==> config.mk <==
export PLATFORM = sky130hd
export DESIGN_NAME = oms_mode_start
export DESIGN_NICKNAME = d
export VERILOG_FILES = /design/src/verilog/oms_mode_start.v /design/src/verilog/oms_sync2.v
export VERILOG_INCLUDE_DIRS = /design/src /design/src/shared
export SDC_FILE = /design/constraint.sdc
export NUM_CORES = 1
export LEC_CHECK = 0
export CAP_MARGIN = 20
export CORE_MARGIN = 2
export CORE_UTILIZATION = 25
export CTS_BUF_LIST = sky130_fd_sc_hd__clkbuf_8
export DETAILED_ROUTE_END_ITERATION = 12
export DONT_BUFFER_PORTS = 1
export SLEW_MARGIN = 20
export SYNTH_ARGS = -nofsm -noshare
export SYNTH_HDL_FRONTEND = slang
export SYNTH_SLANG_ARGS = --single-unit
==> constraint.sdc <==
create_clock -name core_clk -period 2.5 [get_ports core_clk]
set_input_delay 0.25 -clock core_clk [delete_from_list [all_inputs] [get_ports core_clk]]
set_output_delay 0.25 -clock core_clk [all_outputs]
set_load 0.01 [all_outputs]
==> src/shared/oms_consts.vh <==
`ifndef OMS_CONSTS_VH
`define OMS_CONSTS_VH

// ****************************************
// Parameter addresses on the parameter port, for writes and reads
// ****************************************
`define OMS_ADDR_MODE_SEL   16'h1B06
`define OMS_ADDR_CUR_REF    16'h1B20
`define OMS_ADDR_CUR_SET    16'h2008

// ****************************************
// Reset values
// ****************************************
`define OMS_RST_MODE        16'h0000
`define OMS_RST_CUR_REF     16'h0000
`define OMS_RST_CUR_SET     16'h0000

// ****************************************
// Mode codes (signed 16 bit)
// ****************************************
`define OMS_MODE_NONE       16'h0000
`define OMS_MODE_PROF_POS   16'h0001
`define OMS_MODE_PROF_VEL   16'h0003
`define OMS_MODE_HOMING     16'h0006
`define OMS_MODE_JOG        16'hFFFF
`define OMS_MODE_GEAR       16'hFFFE
`define OMS_MODE_CURRENT    16'hFFFD
`define OMS_MODE_SPEED      16'hFFFC
`define OMS_MODE_OSC        16'hFFF9

// ****************************************
// Current reference sources and setpoint range
// ****************************************
`define OMS_REF_NONE        16'h0000
`define OMS_REF_ANALOGUE    16'h0001
`define OMS_REF_SETPOINT    16'h0002
`define OMS_CUR_MIN         16'h8AD0
`define OMS_CUR_MAX         16'h7530

// ****************************************
// Control word and status word fields
// ****************************************
`define OMS_CW_START_BIT    4
`define OMS_CW_MODE_LO      4
`define OMS_CW_MODE_HI      6
`define OMS_SW_PROC_END_BIT 14

`endif

==> src/verilog/oms_mode_start.v <==
`timescale 1ns/1ps
`include "oms_consts.vh"

module oms_mode_start (
    // Clock and reset
    input  wire        core_clk,
    input  wire        reset,
    // Parameter port from the fieldbus
    input  wire        par_wr,
    input  wire        par_rd,
    input  wire [15:0] par_addr,
    input  wire [15:0] par_wdata,
    output reg  [15:0] par_rdata_q,
    output reg         par_ack_q,
    output reg         par_err_q,
    // Control word from the fieldbus
    input  wire [15:0] drive_control_word,
    // Local control
    input  wire        local_control,
    input  wire [15:0] local_default_mode,
    input  wire        enable_pin,
    input  wire        hmi_jog_req,
    input  wire        hmi_tune_req,
    // Drive state
    input  wire        ready_to_start,
    input  wire        init_ok,
    input  wire        standstill,
    input  wire        target_reached,
    input  wire        quick_stop,
    input  wire        halt,
    input  wire        fault,
    // Mode outputs
    output reg  [15:0] active_mode_q,
    output reg         mode_running_q,
    output reg         motion_go_q,
    output reg         motor_energise_q,
    output reg         autotune_run_q,
    output reg  [2:0]  ctrl_mode_bits_q,
    output reg         process_end_q,
    // Current control outputs
    output reg  [15:0] current_setpoint_q,
    output reg  [15:0] current_reference_source_q,
    output reg         use_analogue_input_one_q,
    output reg         use_setpoint_q
);

    // ****************************************
    // States
    // ****************************************
    localparam [2:0] ST_IDLE  = 3'b000;
    localparam [2:0] ST_ARM   = 3'b001;
    localparam [2:0] ST_RUN   = 3'b010;
    localparam [2:0] ST_STOP  = 3'b011;
    localparam [2:0] ST_FAULT = 3'b100;

    reg  [2:0]  state_q;
    reg  [2:0]  state_d;
    reg  [15:0] mode_d;
    reg         boot_done_q;
    reg         start_bit_q;
    reg         enable_q;
    reg         run_d;
    reg         go_d;
    reg         tune_d;
    reg         end_d;
    reg         rej_d;
    wire        enable_sync;
    wire        start_edge;
    wire        enable_rise;
    wire        enable_fall;
    wire        can_start;
    wire        wr_mode;
    wire        wr_ref;
    wire        wr_set;
    wire        code_ok;
    wire        set_ok;
    wire        ref_ok;
    wire        fast_swap;

    // Enable comes from a pin
    oms_sync2 u_enable_sync (
        .core_clk (core_clk),
        .reset    (reset),
        .async_in (enable_pin),
        .sync_q   (enable_sync)
    );

    // ****************************************
    // Decode
    // ****************************************
    // Mode code decode
    function is_listed;
        input [15:0] c;
        begin
            is_listed = (c == `OMS_MODE_PROF_POS) || (c == `OMS_MODE_PROF_VEL) ||
                        (c == `OMS_MODE_HOMING)   || (c == `OMS_MODE_JOG)      ||
                        (c == `OMS_MODE_GEAR)     || (c == `OMS_MODE_CURRENT)  ||
                        (c == `OMS_MODE_SPEED)    || (c == `OMS_MODE_OSC);
        end
    endfunction

    function needs_trigger;
        input [15:0] c;
        begin
            needs_trigger = (c == `OMS_MODE_PROF_POS) || (c == `OMS_MODE_HOMING);
        end
    endfunction

    function is_cur_speed;
        input [15:0] c;
        begin
            is_cur_speed = (c == `OMS_MODE_CURRENT) || (c == `OMS_MODE_SPEED);
        end
    endfunction

    assign wr_mode = par_wr && (par_addr == `OMS_ADDR_MODE_SEL);
    assign wr_ref  = par_wr && (par_addr == `OMS_ADDR_CUR_REF);
    assign wr_set  = par_wr && (par_addr == `OMS_ADDR_CUR_SET);
    assign code_ok = is_listed(par_wdata);
    assign set_ok  = ($signed(par_wdata) >= $signed(`OMS_CUR_MIN)) &&
                     ($signed(par_wdata) <= $signed(`OMS_CUR_MAX));
    assign ref_ok  = (par_wdata <= `OMS_REF_SETPOINT);
    assign can_start = ready_to_start && init_ok && !fault;
    // Current and speed control may swap without standstill
    assign fast_swap = (state_q == ST_RUN) && is_cur_speed(active_mode_q) &&
                       is_cur_speed(par_wdata);
    assign start_edge  = drive_control_word[`OMS_CW_START_BIT] && !start_bit_q;
    assign enable_rise = enable_sync && !enable_q;
    assign enable_fall = !enable_sync && enable_q;

    // ****************************************
    // Mode sequencing
    // ****************************************
    always @* begin
        state_d = state_q;
        mode_d  = active_mode_q;
        run_d   = mode_running_q;
        go_d    = motion_go_q;
        tune_d  = autotune_run_q;
        end_d   = process_end_q;
        rej_d   = 1'b0;
        case (state_q)
            ST_IDLE: begin
                if (!local_control && wr_mode) begin
                    if (!code_ok || !can_start) begin
                        rej_d = 1'b1;
                    end else begin
                        mode_d  = par_wdata;
                        end_d   = 1'b0;
                        run_d   = 1'b1;
                        state_d = needs_trigger(par_wdata) ? ST_ARM : ST_RUN;
                        go_d    = !needs_trigger(par_wdata);
                    end
                end else if (local_control && can_start && hmi_jog_req) begin
                    mode_d  = `OMS_MODE_JOG;
                    end_d   = 1'b0;
                    run_d   = 1'b1;
                    go_d    = 1'b1;
                    state_d = ST_RUN;
                end else if (local_control && can_start && hmi_tune_req) begin
                    tune_d  = 1'b1;
                    end_d   = 1'b0;
                    run_d   = 1'b1;
                    go_d    = 1'b1;
                    state_d = ST_RUN;
                end else if (local_control && can_start && enable_rise &&
                             is_listed(active_mode_q)) begin
                    end_d   = 1'b0;
                    run_d   = 1'b1;
                    state_d = needs_trigger(active_mode_q) ? ST_ARM : ST_RUN;
                    go_d    = !needs_trigger(active_mode_q);
                end else if (!local_control && can_start && start_edge &&
                             is_listed(active_mode_q)) begin
                    end_d   = 1'b0;
                    run_d   = 1'b1;
                    go_d    = 1'b1;
                    state_d = ST_RUN;
                end
            end
            ST_ARM: begin
                // Nothing moving yet, but mode still active
                rej_d = wr_mode;
                if (fault) begin
                    state_d = ST_FAULT;
                end else if (quick_stop || halt || (local_control && enable_fall)) begin
                    state_d = ST_STOP;
                end else if (start_edge) begin
                    go_d    = 1'b1;
                    state_d = ST_RUN;
                end
            end
            ST_RUN: begin
                rej_d = wr_mode;
                if (fault) begin
                    state_d = ST_FAULT;
                    go_d    = 1'b0;
                end else if (quick_stop || halt || target_reached ||
                             (local_control && enable_fall)) begin
                    // Stop wins over a swap in the same cycle
                    go_d    = 1'b0;
                    state_d = ST_STOP;
                end else if (wr_mode && fast_swap) begin
                    rej_d  = 1'b0;
                    mode_d = par_wdata;
                end
            end
            ST_STOP: begin
                rej_d = wr_mode;
                if (fault) begin
                    state_d = ST_FAULT;
                end else if (standstill) begin
                    run_d   = 1'b0;
                    tune_d  = 1'b0;
                    end_d   = 1'b1;
                    state_d = ST_IDLE;
                end
            end
            ST_FAULT: begin
                go_d  = 1'b0;
                rej_d = wr_mode;
                // Leave once cause removed and stopped
                if (!fault && standstill) begin
                    run_d   = 1'b0;
                    tune_d  = 1'b0;
                    end_d   = 1'b1;
                    state_d = ST_IDLE;
                end
            end
            default: begin
                state_d = ST_IDLE;
            end
        endcase
    end

    // ****************************************
    // State and mode registers
    // ****************************************
    always @(posedge core_clk or posedge reset) begin
        if (reset) begin
            state_q          <= ST_IDLE;
            active_mode_q    <= `OMS_RST_MODE;
            mode_running_q   <= 1'b0;
            motion_go_q      <= 1'b0;
            autotune_run_q   <= 1'b0;
            process_end_q    <= 1'b1;
            motor_energise_q <= 1'b0;
            boot_done_q      <= 1'b0;
            start_bit_q      <= 1'b0;
            enable_q         <= 1'b0;
            ctrl_mode_bits_q <= 3'b000;
        end else begin
            state_q        <= state_d;
            mode_running_q <= run_d;
            motion_go_q    <= go_d;
            autotune_run_q <= tune_d;
            process_end_q  <= end_d;
            start_bit_q    <= drive_control_word[`OMS_CW_START_BIT];
            enable_q       <= enable_sync;
            boot_done_q    <= boot_done_q || init_ok;
            if (local_control && init_ok && !boot_done_q) begin
                active_mode_q <= local_default_mode;
            end else if (local_control && state_q == ST_IDLE && standstill &&
                         !hmi_jog_req && boot_done_q &&
                         is_listed(local_default_mode)) begin
                active_mode_q <= local_default_mode;
            end else begin
                active_mode_q <= mode_d;
            end
            motor_energise_q <= local_control ? (enable_sync && can_start) :
                                (run_d && !fault);
            // Bits 4..6 only for position and homing
            if (needs_trigger(active_mode_q) && mode_running_q) begin
                ctrl_mode_bits_q <= drive_control_word[`OMS_CW_MODE_HI:`OMS_CW_MODE_LO];
            end else begin
                ctrl_mode_bits_q <= 3'b000;
            end
        end
    end

    // ****************************************
    // Parameter registers and read path
    // ****************************************
    always @(posedge core_clk or posedge reset) begin
        if (reset) begin
            current_setpoint_q         <= `OMS_RST_CUR_SET;
            current_reference_source_q <= `OMS_RST_CUR_REF;
            use_analogue_input_one_q   <= 1'b0;
            use_setpoint_q             <= 1'b0;
            par_rdata_q                <= 16'h0000;
            par_ack_q                  <= 1'b0;
            par_err_q                  <= 1'b0;
        end else begin
            if (wr_set && set_ok) begin
                current_setpoint_q <= par_wdata;
            end
            if (wr_ref && ref_ok) begin
                current_reference_source_q <= par_wdata;
            end
            use_analogue_input_one_q <= (current_reference_source_q == `OMS_REF_ANALOGUE);
            use_setpoint_q           <= (current_reference_source_q == `OMS_REF_SETPOINT);
            par_ack_q <= par_wr || par_rd;
            par_err_q <= (wr_set && !set_ok) || (wr_ref && !ref_ok) || rej_d ||
                         (par_wr && !wr_mode && !wr_ref && !wr_set) ||
                         (par_rd && par_addr != `OMS_ADDR_MODE_SEL &&
                          par_addr != `OMS_ADDR_CUR_REF && par_addr != `OMS_ADDR_CUR_SET);
            if (par_rd) begin
                case (par_addr)
                    `OMS_ADDR_MODE_SEL: par_rdata_q <= active_mode_q;
                    `OMS_ADDR_CUR_REF:  par_rdata_q <= current_reference_source_q;
                    `OMS_ADDR_CUR_SET:  par_rdata_q <= current_setpoint_q;
                    default:            par_rdata_q <= 16'h0000;
                endcase
            end else begin
                par_rdata_q <= 16'h0000;
            end
        end
    end

endmodule

==> src/verilog/oms_sync2.v <==
`timescale 1ns/1ps

// ****************************************
// Two-flop level synchroniser
// ****************************************
module oms_sync2 (
    // Clock and reset
    input  wire core_clk,
    input  wire reset,
    // Level in and out
    input  wire async_in,
    output reg  sync_q
);

    reg stage1_q;

    always @(posedge core_clk or posedge reset) begin
        if (reset) begin
            stage1_q <= 1'b0;
            sync_q   <= 1'b0;
        end else begin
            stage1_q <= async_in;
            sync_q   <= stage1_q;
        end
    end

endmodule
==> qor.csv <==
metric;value;unit
type of origin of the critical path;register;
critical path required time;2.75;ns
total track usage;16.4;%
Fmax achieved;402;MHz
syn_area_per_cell;10.8;um^2
Final Max Tran Viols;0;
num ports;155;
CP Cell Sequence;or3b_4 -> nor4_2 -> buf_4 -> nand4_1 -> or3_4 -> a21oi_4 -> nand3_2 -> o221a_1;
Synth area leader;dfrtp_1;
Post-synth EDFFs;0;
ys flop type;dfrtp_1;
Detailed Route Iter0 Violations;353;
Slew @ Worst Pin;0.876;ns
Hold Path Cell Cnt;1;
Post-Syn Nets;465;
largest net degree at the start of global routing;45;
Placer Congestion;0.849;
vias;3626;
DR vias/cell;5.45;
RSZ-0062 raised after global routing;true;
clk sinks;84;
die area;17800;um^2
outcome;completed;
fin nets;519;
simple-gate portion of the synthesized area;25.3;%
clk_skew;0.0123;ns
WS Path Type;reg -> reg;
final wirelength;14600;um
Die Y;133;um
post-route clock period utilization;99.6;%
Seq/Total Area, Yosys;50.3;%
CP peak stage delay;0.41;ns
Synth Area in Adders;0;%
initial antenna violation count;0;
Reg2Reg Depth;8;
number of synthesized register bits;84;
num rows;47;
Finished Layout Cells;665;
LEAKAGE;2.17;nW
Pwr Total;4.12;mW
reg-to-reg startpoint;state_q[0];
Detailed Routing Iterations Pass 1;6;
top-count cell post-synth;dfrtp_1;
GRT Residual Overflow;0;
post-synthesis xor/xnor area fraction;0;%
Die X;133;um
final-report setup violation count;0;
Worst Hold Path EP;current_setpoint_q[14];
Crit Reg-Reg Endpoint;active_mode_q[2];
clock transition at the registers of the reported paths;0.09;ns
Placed Area;4650;um^2
Worst VDD drop;0.402;mV
Post-Syn Instances;386;
MaxCap Viol Count;0;
Yosys top cell area share;49.7;%
Pwr Density;797;nW/um^2
largest family of logic cells by synthesized area;simple AND/OR/NAND/NOR gates;
post-DP HPWL;11100;um
relative slew slack;41.6;%
post-synthesis mux area share;5.84;%
Final Cell Area;5170;um^2
Post-synth top cells;dfrtp_1, nor2_1, nor2b_1;
Min-Delay Path Class;in -> reg;
WP data arrival;2.74;ns
Final Critical Period;2.49;ns
post-synthesis async set-or-reset flop share;100;%
ANT nets after route;0;
vias in the first global route;3740;
area grow syn2layout;23.8;%
CP Max Fanout;4;
Core Area;16500;um^2
clock latency on the worst-skew pair;0.37;ns
hold path start;par_wdata[14];
Clock Root Buffer;clkbuf_8;
total negative slack;0;ns
H-tree depth;3;
share of layout cells above drive strength 1;16.9;%
Final Hold Vio Count;0;
R2R setup slack;0.009;ns
synth warn;0;
starting density of the core;25.4;%
Worst Setup Slack, final;0.00939;ns
wire per inst;21.9;um
ANT cells;0;
Setup WS pre-CTS;-0.0284;ns
Buffers on Ports;0;
Slowest-stage cell, CP;or3b_4;
Cell Area, Synth;4180;um^2
Compound-Gate Fraction of Synth Area;15.8;%
Synth area leaders;dfrtp_1, mux2_1, o221a_1, a222oi_1, nor2_1;
DRC viols;0;
Netlist cell types;59;
first-pass GRT wire length;22200;um
dpl cells;623;
clk buf depth;2;
crit path capture type;register;
CTS tree;yes;
TritonCTS buffer count;9;
logic make-up after synthesis:
logic type             count (synthesis)
and+or+nand+nor                      179
buffers and inverters                 24
AOI/OAI and AO/OA                     77
DFF                                   84
muxes                                 22
metrics by stage:
stage	hold WS (ns)	util (%)
floorplan	0.281	-
global placement	0.282	28.3
detailed placement	0.281	28.3
CTS	0.00266	31.1
global route	0.0000202	31.4
finish	0.0253	31.4
cells in the final DEF, fill, tap and decap left out, types with 14 or more instances in the layout:
cell | netlist | final
dfrtp_1 | 83 | 83
nor2_1 | 36 | 36
buf_4 | 1 | 33
dlygate4sd3_1 | 0 | 24
nor2b_1 | 17 | 17
nand2_1 | 16 | 16
mux2_1 | 16 | 16
o221a_1 | 16 | 16
nand3_1 | 16 | 15
a222oi_1 | 14 | 14
routing by layer:
layer,wire [um],part of all wire [%],GRT usage [%],up-vias
li1,-,-,-,1614
met1,5930,41,20.0,1818
met2,6950,48,26.5,171
met3,1420,9.7,6.89,23
met4,291,2.0,4.91,0
met5,0,0,0,-
flip-flops by register name, summed over array words and instances (netlist names), 3 cells and up:
| signal | count |
|---|---|
| active_mode_q | 16 |
| ctrl_mode_bits_q | 3 |
| state_q | 3 |
| current_setpoint_q | 16 |
| par_rdata_q | 16 |
| current_reference_source_q | 16 |
worst max-delay path by stage:
stage	slack, ns	end	from
after global placement	0.02	active_mode_q[14]	state_q[0]
after global routing	-0.05	active_mode_q[2]	state_q[0]
final	0.009	active_mode_q[2]	state_q[0]
after CTS	0.009	active_mode_q[2]	state_q[0]
after detailed placement	-0.03	active_mode_q[2]	par_addr[0]
after floorplan	0.06	active_mode_q[2]	par_addr[0]
layout make-up:
cell class              instances  area (um^2)
fillers                      1710        11300
flip-flops and latches         84         2100
multi-input cells             279         2000
repair buffers                 60          539
well taps                     220          275
clock buffers                  10          138
clock inverters                 6         95.1
inverters                       6         23.8
worst max-delay path: cells and delay by family (launching register included):
family	cells	cell delay, ns
AOI/OAI and AO/OA	2	0.56
buffers and inverters	1	0.15
DFF	1	0.38
and+or+nand+nor	5	1.28
where the power goes:
part	internal, mW	total, mW	switching, mW
Clock	0.598	1.12	0.517
Sequential	1.55	1.72	0.168
Combinational	0.565	1.29	0.726
Total	2.71	4.12	1.41
repair_timing:
action	4_1_cts	5_1_grt
hold buffers	23	1
gates resized for setup	0	6
setup buffers	0	1
endpoints found under the setup margin	1	16
hold endpoints to repair	65	1
gates cloned	0	1
pin swaps	1	5
Note: power is estimated with default switching activity, not from simulation.
